==> src/include/pci_latency_aperture_cfg_defines.vh <==
// constants for the latency timer and graphics window configuration bank
// assumes byte offsets on an 8-bit configuration address, dword lanes
`ifndef PCI_LATENCY_APERTURE_CFG_DEFINES_VH
`define PCI_LATENCY_APERTURE_CFG_DEFINES_VH
`define LAT_TIMER_OFS     8'h0D
`define HDR_TYPE_OFS      8'h0E
`define WIN_BASE_OFS      8'h10
`define LAT_TIMER_RST     8'h00
`define HDR_TYPE_VAL      8'h00
`define WIN_UPPER_RST     4'h0
`define WIN_LOWER_RST     6'h00
`define WIN_LOW_CONST     22'h000008
`define LAT_KEEP_MASK     8'hF8
`define WIN_UPPER_MSB     31
`define WIN_UPPER_LSB     28
`define WIN_LOWER_MSB     27
`define WIN_LOWER_LSB     22
`define WIN_LOWER_BITS    6
`endif

==> src/design/pci_latency_aperture_cfg.v <==
// latency timer, header layout type and graphics window base registers
// assumes a single-cycle configuration read/write port on ref_clk and
// initiator handshake inputs sampled on the same clock as the pci clock;
// the size select level comes from a register kept elsewhere
`timescale 1ns/10ps
`include "pci_latency_aperture_cfg_defines.vh"

module pci_latency_aperture_cfg (
    // clock and synchronous reset
    input  wire        ref_clk,
    input  wire        rst_n,

    // configuration port, one strobe per access
    input  wire        cfg_wr,
    input  wire        cfg_rd,
    input  wire [7:0]  cfg_addr,
    input  wire [3:0]  cfg_be,
    input  wire [31:0] cfg_wdata,

    // size select level, bit n gates base bit 22+n
    input  wire [5:0]  graphics_window_size_select,

    // own initiator tenure as seen by the bus interface
    input  wire        init_start,
    input  wire        init_busy,
    input  wire        bus_grant_n,
    input  wire        data_phase_done,

    // read answer, data held until the next read
    output reg  [31:0] cfg_rdata_r,
    output reg         cfg_rvalid_r,

    // visible base for the window address compare
    output reg  [31:0] window_base_r,

    // tenure status toward the bus interface
    output reg  [7:0]  latency_count_r,
    output reg         slice_expired_r,
    output reg         final_phase_r,
    output reg         release_bus_r
);

    // register map, dword aligned
    //   0x0C lane 1 : initiator latency timer, read/write
    //   0x0C lane 2 : header layout type, reads zero, no storage
    //   0x10        : graphics window base
    //                 31:28 storage, 27:22 storage behind the select,
    //                 21:0 constant with bit 3 set
    //   0x0D and 0x0E are byte addresses inside dword 0x0C
    // other dwords and lanes read zero and ignore writes

    // state of the tenure tracker, one-hot
    localparam [2:0] ST_IDLE  = 3'b001;
    localparam [2:0] ST_BURST = 3'b010;
    localparam [2:0] ST_LAST  = 3'b100;

    // software-visible storage
    reg  [7:0]  initiator_latency_timer_r;
    reg  [3:0]  win_upper_r;
    reg  [5:0]  win_lower_r;

    // tenure tracker and next values
    reg  [2:0]  state_r;
    reg  [2:0]  state_nxt;
    reg  [7:0]  count_nxt;
    reg  [31:0] rdata_nxt;

    // decode terms
    wire [7:0]  lat_ofs;
    wire [7:0]  win_ofs;
    wire        hit_lat;
    wire        hit_win;
    wire [3:0]  lat_wr_lane;
    wire [3:0]  win_wr_lane;

    // window and count terms
    wire [7:0]  lat_load;
    wire [5:0]  win_lower_vis;
    wire [31:0] win_base_vis;
    wire        lat_enabled;
    wire        count_zero;
    wire        slice_over;
    wire        grant_gone;
    wire        tenure_live;
    wire        load_now;
    wire        step_now;

    // offsets held at full width so the dword part can be sliced
    assign lat_ofs = `LAT_TIMER_OFS;
    assign win_ofs = `WIN_BASE_OFS;

    // byte 0x0D sits in lane 1 of dword 0x0C; 0x0E shares that dword
    assign hit_lat = (cfg_addr[7:2] == lat_ofs[7:2]);
    assign hit_win = (cfg_addr[7:2] == win_ofs[7:2]);

    // per-lane write strobes; lane 2 of dword 0x0C has nothing behind
    // it, so header layout type writes fall away here
    assign lat_wr_lane = cfg_be & {4{cfg_wr && hit_lat}};
    assign win_wr_lane = cfg_be & {4{cfg_wr && hit_win}};

    // low three timer bits never reach the count
    assign lat_load    = initiator_latency_timer_r & `LAT_KEEP_MASK;
    assign lat_enabled = (lat_load != 8'h00);
    assign count_zero  = (latency_count_r == 8'h00);

    // the bank counts on ref_clk, which stands in for the pci clock;
    // a faster clock shortens the slice in time, not in cycles
    assign slice_over  = lat_enabled && count_zero;
    assign grant_gone  = bus_grant_n;
    assign tenure_live = init_busy;
    assign load_now    = init_start && (state_r == ST_IDLE);
    assign step_now    = (state_r != ST_IDLE) && !count_zero;

    // size map of the select; each clear bit hides one more base bit
    //   bit n of the select gates base bit 22+n
    //   6'b111111 -> 4 MB window
    //   6'b111110 -> 8 MB
    //   6'b111100 -> 16 MB
    //   6'b111000 -> 32 MB
    //   6'b110000 -> 64 MB
    //   6'b100000 -> 128 MB
    //   6'b000000 -> 256 MB
    // other patterns leave holes in the decode; software keeps to these

    // masked lower bits read zero where the size select is clear
    assign win_lower_vis = win_lower_r & graphics_window_size_select;
    assign win_base_vis  = {win_upper_r, win_lower_vis,
                            `WIN_LOW_CONST};

    // latency timer storage, full 8 bits kept for read-back;
    // only the count path drops bits 2:0
    always @(posedge ref_clk) begin
        if (!rst_n) begin
            initiator_latency_timer_r <= `LAT_TIMER_RST;
        end else if (lat_wr_lane[1]) begin
            // a write with lane 1 clear leaves the timer as it was
            initiator_latency_timer_r <= cfg_wdata[15:8];
        end
    end

    // upper window bits are plain storage
    // lane 3 carries bits 31:24; 27:24 belong to the gated loop below
    always @(posedge ref_clk) begin
        if (!rst_n) begin
            win_upper_r <= `WIN_UPPER_RST;
        end else if (win_wr_lane[3]) begin
            win_upper_r <= cfg_wdata[`WIN_UPPER_MSB:`WIN_UPPER_LSB];
        end
    end

    // one flop per lower bit; a write lands only if the bit is writable.
    // a bit whose select is clear keeps its old value behind the mask,
    // so software must rewrite it after opening it up
    genvar gi;
    generate
        for (gi = 0; gi < `WIN_LOWER_BITS; gi = gi + 1) begin : g_lower
            // which byte lane carries this bit
            localparam integer BIT = `WIN_LOWER_LSB + gi;
            localparam integer LANE = BIT / 8;
            always @(posedge ref_clk) begin
                if (!rst_n) begin
                    win_lower_r[gi] <= 1'b0;
                end else if (win_wr_lane[LANE] &&
                             graphics_window_size_select[gi]) begin
                    win_lower_r[gi] <= cfg_wdata[BIT];
                end
            end
        end
    endgenerate

    // read decode; header layout type is a constant, no flop behind it.
    // unmapped dwords and reserved lanes read zero
    always @* begin
        rdata_nxt = 32'h0000_0000;
        if (hit_lat) begin
            // lane 1: timer, lane 2: header layout type
            rdata_nxt[15:8]  = initiator_latency_timer_r;
            rdata_nxt[23:16] = `HDR_TYPE_VAL;
        end else if (hit_win) begin
            rdata_nxt = win_base_vis;
        end
    end

    // registered read answer, one cycle after the strobe;
    // data stands until the next read so a slow master can still take it
    always @(posedge ref_clk) begin
        if (!rst_n) begin
            cfg_rdata_r  <= 32'h0000_0000;
            cfg_rvalid_r <= 1'b0;
        end else begin
            cfg_rvalid_r <= cfg_rd;
            if (cfg_rd) begin
                cfg_rdata_r <= rdata_nxt;
            end
        end
    end

    // base seen by the address decoder, registered for timing;
    // it trails a config write by one cycle, and its reset value
    // carries the constant bit 3 like the read path does
    always @(posedge ref_clk) begin
        if (!rst_n) begin
            window_base_r <= {`WIN_UPPER_RST, `WIN_LOWER_RST,
                              `WIN_LOW_CONST};
        end else begin
            window_base_r <= win_base_vis;
        end
    end

    // tenure tracker
    //   idle  : waiting for an initiator transaction to begin
    //   burst : own tenure running, slice counting down
    //   last  : slice gone and grant withdrawn; the phase in flight
    //           is the final one, then the bus is given up
    always @* begin
        state_nxt = state_r;
        case (state_r)
            ST_IDLE: begin
                if (init_start) begin
                    state_nxt = ST_BURST;
                end
            end
            ST_BURST: begin
                if (!tenure_live) begin
                    // tenure ended on its own
                    state_nxt = ST_IDLE;
                end else if (slice_over && grant_gone) begin
                    // forced off only by an enabled slice
                    state_nxt = ST_LAST;
                end
            end
            ST_LAST: begin
                // only the phase in progress completes
                if (data_phase_done || !tenure_live) begin
                    state_nxt = ST_IDLE;
                end
            end
            default: begin
                // an illegal code falls back to idle
                state_nxt = ST_IDLE;
            end
        endcase
    end

    // counter: load at start, count down once per clock, stop at zero;
    // it parks at zero rather than wrapping so expiry stays asserted.
    // with a timer of 0x08: start taken at edge 0, count 8 after it,
    // zero after edge 8 with expiry, final phase from edge 9 when the
    // grant is already gone, release one edge after the phase ends
    always @* begin
        count_nxt = latency_count_r;
        if (load_now) begin
            count_nxt = lat_load;
        end else if (step_now) begin
            count_nxt = latency_count_r - 8'h01;
        end
    end

    // tenure state and counter flops
    always @(posedge ref_clk) begin
        if (!rst_n) begin
            state_r         <= ST_IDLE;
            latency_count_r <= 8'h00;
        end else begin
            state_r         <= state_nxt;
            latency_count_r <= count_nxt;
        end
    end

    // expiry flag; a zero timer never expires so never forces release.
    // outputs are all flops so the bus side sees no decode glitches
    always @(posedge ref_clk) begin
        if (!rst_n) begin
            slice_expired_r <= 1'b0;
        end else begin
            slice_expired_r <= lat_enabled && (state_nxt != ST_IDLE) &&
                               (count_nxt == 8'h00);
        end
    end

    // final phase marker, up for as long as the last state lasts
    always @(posedge ref_clk) begin
        if (!rst_n) begin
            final_phase_r <= 1'b0;
        end else begin
            final_phase_r <= (state_nxt == ST_LAST);
        end
    end

    // release pulse on the way out of the last state only; a tenure that
    // ends on its own before expiry needs no forced release
    always @(posedge ref_clk) begin
        if (!rst_n) begin
            release_bus_r <= 1'b0;
        end else begin
            release_bus_r <= (state_r == ST_LAST) &&
                             (state_nxt == ST_IDLE);
        end
    end

endmodule

==> config.mk <==
export PLATFORM = sky130hd
export DESIGN_NAME = pci_latency_aperture_cfg
export DESIGN_NICKNAME = d
export VERILOG_FILES = /design/src/design/pci_latency_aperture_cfg.v
export VERILOG_INCLUDE_DIRS = /design/src /design/src/include
export SDC_FILE = /design/constraint.sdc
export NUM_CORES = 1
export LEC_CHECK = 0
export BUFFER_PORTS_ARGS = -buffer_cell sky130_fd_sc_hd__buf_2
export CAP_MARGIN = 30
export CORE_UTILIZATION = 49
export CTS_CLUSTER_SIZE = 30
export DETAILED_ROUTE_END_ITERATION = 6
export PLACE_DENSITY = 0.85
export SYNTH_ARGS = -nofsm -noshare
export SYNTH_HDL_FRONTEND = slang
export SYNTH_SLANG_ARGS = --single-unit
==> constraint.sdc <==
create_clock -name ref_clk -period 7.02 [get_ports ref_clk]
set_clock_uncertainty 0.15 [all_clocks]
set_input_delay 0 -clock ref_clk [delete_from_list [all_inputs] [get_ports ref_clk]]
set_output_delay 0 -clock ref_clk [all_outputs]
set_load 0.02 [all_outputs]
# Yosys cells after proc, flatten, opt, wreduce, memory -nomap -nowiden
# Index checks and enable logic that the tools add are counted.
[totals]
reg_bits = 97
[classes]
bitwise_logic = 3
eq_ne = 9
add_sub_neg = 1
n_reduce_logical = 21
muxes = 11
[ops]
columns = ["operator", "count"]
rows = [
  ["2-to-1 mux 32 bit", 1],
  ["2-to-1 mux 8 bit", 4],
  ["logical NOT 8 bit", 2],
  ["2-to-1 mux 16 bit", 1],
  ["logical AND 1 bit", 15],
  ["2-to-1 mux 3 bit", 4],
  ["case mux 3 bit (3 select lines)", 1],
  ["nonzero test 8 bit", 1],
  ["subtractor 8 x 1 -> 8 bit, second input constant", 1],
  ["AND 6 bit", 1],
  ["equality test 3 x 1 -> 1 bit, second input constant", 2],
  ["equality test 3 bit, second input constant", 2],
  ["equality test 6 x 2 -> 1 bit, second input constant", 1],
  ["equality test 6 x 3 -> 1 bit, second input constant", 1],
  ["inequality test 3 x 1 -> 1 bit, second input constant", 2],
  ["AND 4 bit", 1],
  ["equality test 3 x 2 -> 1 bit, second input constant", 1],
  ["AND 2 bit", 1],
  ["logical NOT 1 bit", 2],
  ["logical OR 1 bit", 1],
]

# Depth between registers and ports, before layout
[depth]
depth_word = 9
depth_mapped = 8
ltp_nobuf = 7

# Least setup slack after synthesis
# Ideal clock, no wire load.
[synth_path]
path_kind = "register to register"
from = "register latency_count_r[0]"
to = "register slice_expired_r"
stages_incl_launch_ff = 9
setup_ns = 0.092
t_required_ns = 6.778
setup_slack_ns = 4.362
n_path_buf = 1
arrival_time_ns = 2.416
path_cell_list = "dfxtp_1 -> inv_1 -> ha_1 -> or4b_1 -> buf_2 -> nor4bb_1 -> a311o_1 -> or4_1 -> nor4_1"
[synth_via]
elab_chain_cells = 9
elab_cells_between_ends = 15
[synth_lines]
columns = ["element", "line_no", "text"]
rows = [
  ["start, declared", "pci_latency_aperture_cfg.v:37", "output reg [7:0] latency_count_r,"],
  ["start signal, assigned", "pci_latency_aperture_cfg.v:266", "latency_count_r <= count_nxt;"],
  ["branches (longest 8 deep; another with subtractor 8 x 1 -> 8 bit)", "n/a", ""],
  ["logical AND 1 bit *", "pci_latency_aperture_cfg.v:276", "slice_expired_r <= lat_enabled && (state_nxt != ST_IDLE) &&"],
  ["end signal, assigned", "pci_latency_aperture_cfg.v:276", ""],
  ["end, declared", "pci_latency_aperture_cfg.v:38", "output reg slice_expired_r,"],
]
# Mark *: on every way between the ends.
# A chain may end at the register's enable or synchronous reset.

# Worst setup path after layout
# Ends and elaborated chain as after synthesis.

==> impl_metrics.yaml <==
status:
  status: "completed"
worst_setup_path:
  cpMaxStageDelayCell: "or4b_1"
  cp.required_ns: 7.09
  endpoint_kind: "flop"
  timing.rr.start: "latency_count_r[0]$_SDFF_PN0_"
  critPathBufInv: 1
  crit_family: "simple AND/OR/NAND/NOR gates"
  arrival_ns: 3.01
  start_kind: "flop"
  r2r_slack_ns: 4.08
  crit_start: "latency_count_r[0]$_SDFF_PN0_"
  slowest_delay_ns: 0.62
  critPathMaxFanout: 8
  crit_chain: "inv_1 > ha_1 > or4b_1 > nor4bb_1 > a311o_1 > or4_1 > nor4_1"
  worst-setup-path-type: "reg2reg"
grt:
  grt_pass1_vias: 2389
  track_usage: 0.2480
  grt_overflow: 0
  grt_max_degree: 33
  grt_antenna_before_repair: 1
  grt_pass1_wl_mm: 11.30
sta:
  fin_crit_ns: 2.939
  finalSetupTns_ns: 0
  clock.fmax_mhz: 340.3
  worst_pin_slew_ns: 0.5033
  fin_ws_ns: 4.081
  rsz0062_at_grt: "false"
  slew_viol_final: 0
  max_slew_margin: 0.6644
  finalHoldViolations: 0
  post-route-period-util: 0.4186
  setup_viol: 0
clocking:
  clk_pin_slew_worst_paths_ns: 0.08
  cts_resized: 0
  clock_latency_ns: 0.32
  cts_tree: "built"
  numCtsBuffers: 9
  clock-sinks: 62
  root_buffer: "clkbuf_8"
  clock_path_buffers: 2
  cts-htree-levels: 3
logic_synthesis:
  synth.ff_latch_count: 62
  ys_seq_area_frac: 0.4567
  async_flop_share: 0
  synth_edf_count: 0
  ys.flop_type: "dfxtp_1"
  avgSynthCellArea_um2: 9.603
  syn_area_mm2: 0.002718
  ys_types: 51
  ys.warnings.count: 0
  synth_cells: 283
finish:
  drive_gt1_frac: 0.2707
  area_delta_synth_final_pct: 34.67
  multiInputGateArea_mm2: 0.001249
  final_cells: 481
  final_cell_mix: "buf_2 (81), dfxtp_1 (62), dlygate4sd3_1 (44)"
  layout_commonest_cell: "buf_2"
  n_fill_cell: 421
  finish.utilization: 0.6988
  fin_nets: 464
  seqCellArea_mm2: 0.001241
placement:
  place_ws_ns: 4.109
  gp_congestion: 0.8490
  hpwl_mm: 4.090
  port_buffers: 81
  dp.cells: 419
drt:
  firstDrtPassIters: 4
  via_count: 2448
  route.detailed.drc: 0
  drt-wirelength-per-cell_um: 14.44
  drt_iter0_markers: 158
  ant_nets: 0
  wirelength_mm: 6.948
  routed_via_density: 5.089
floorplan:
  ioPinCount: 134
  rows: 26
  die_width_um: 76.47
  die_h_um: 76.47
  core_area_mm2: 0.005238
  initial_utilization: 0.5189
  die_area_mm2: 0.005848
power:
  peakVddDrop_v: 0.0001703
  leakage_uw: 0.001752
  power_density_mw_per_mm2: 246.0
flow_run:
  max_cap_violations: 0
hold_path:
  hp-class: "in2reg"
  min_from: "cfg_addr[3]"
[synth_stat cells, drive strengths merged, types with 2 or more instances]
cell    count  area [um2]
inv         4       15.01
nand2b      9       56.30
or3         4       26.28
a31oi       2       12.51
nor3        3       15.01
or2         2       12.51
clkbuf     10       37.54
or4         2       16.27
a21oi       9       45.04
dfxtp      62        1241
o21ai       4       20.01
o211ai      2       15.01
buf        39       290.3
and2        9       58.80
nor4        3       18.77
nand4       7       43.79
a32o        6       60.06
nand3      10       50.05
a22o        8       70.07
nand2       6       22.52
mux2i      21       210.2
o311ai      2       17.52
conb        2       7.510
or3b        2       17.52
nor2       28       105.1
and3       10       65.06
o21a        2       15.01
[worst reg2reg max path, stage by stage (launching register included)]
cell      delay [ns]
dfxtp_1         0.36
inv_1           0.11
ha_1            0.29
or4b_1          0.62
nor4bb_1        0.21
a311o_1         0.29
or4_1           0.54
nor4_1          0.28
[power by group]
part,switching [uW],leakage (uW),internal (uW),total (uW)
logic,128,0.00116,86.1,215
registers,14.8,0.000500,363,378
clock network,143,0.0000956,164,308
[sequential cells by signal, indices dropped and copies added (netlist names)]
register	flops
cfg_rdata_r	19
cfg_rvalid_r	1
final_phase_r	1
initiator_latency_timer_r	8
latency_count_r	8
release_bus_r	1
slice_expired_r	1
state_r	3
win_lower_r	6
win_upper_r	4
window_base_r	10
[per-stage QoR]
stage | instance area (um2) | hold WS (ns) | power, uW
CTS | 3650 | 0.04014 | 899.4
global placement | 3013 | 0.07398 | 582.8
finish | 3660 | 0.05105 | 900.4
global route | 3660 | 0.07213 | 945.1
floorplan | 2841 | -0.05223 | 558.0
detailed placement | 3013 | 0.07929 | 582.0
[layout make-up]
type                       instances  area share
antenna                            1   0.0006838
clock buffer                       9     0.03385
clock inverter                     7     0.01983
inverter                           4    0.004103
multi-input combinational        200      0.3412
sequential                        62      0.3391
tap                               70     0.02393
timing repair buffer             128      0.2373
[per-layer routing]
metal  track usage  vias to the layer above  wire, um
met5             0                        -         0
met4        0.1481                        0       182
met3       0.04192                       14       378
met2        0.4252                      120      3610
met1        0.2892                     1135      2776
li1              -                     1179         -
[cells by family (layout without fill, tap and decap cells)]
kind of cell               Yosys count  in the layout  share of synthesized area
and+or+nand+nor                    102            102                     0.2168
adders and majority gates            1              1                   0.004603
other                                2             36                   0.002763
DFF                                 62             62                     0.4567
muxes                               21             21                    0.07735
buffers and inverters               54            148                     0.1294
AOI/OAI and AO/OA                   41             41                     0.1123
[path summary, 6_finish.rpt]
path                                  end  cells after the start
max            slice_expired_r$_SDFF_PN0_                      7
min          cfg_rdata_r[31]$_SDFFE_PN0P_                      5
max reg2reg    slice_expired_r$_SDFF_PN0_                      7
min reg2reg  cfg_rdata_r[22]$_SDFFE_PN0P_                      1
[what timing repair did]
| item | in CTS | in global routing |
|---|---|---|
| hold buffers | 44 | 0 |
| buffers inserted | 0 | 0 |
| endpoints found under the hold margin | 49 | 0 |
No activity file was read; power rests on OpenSTA's default activity.
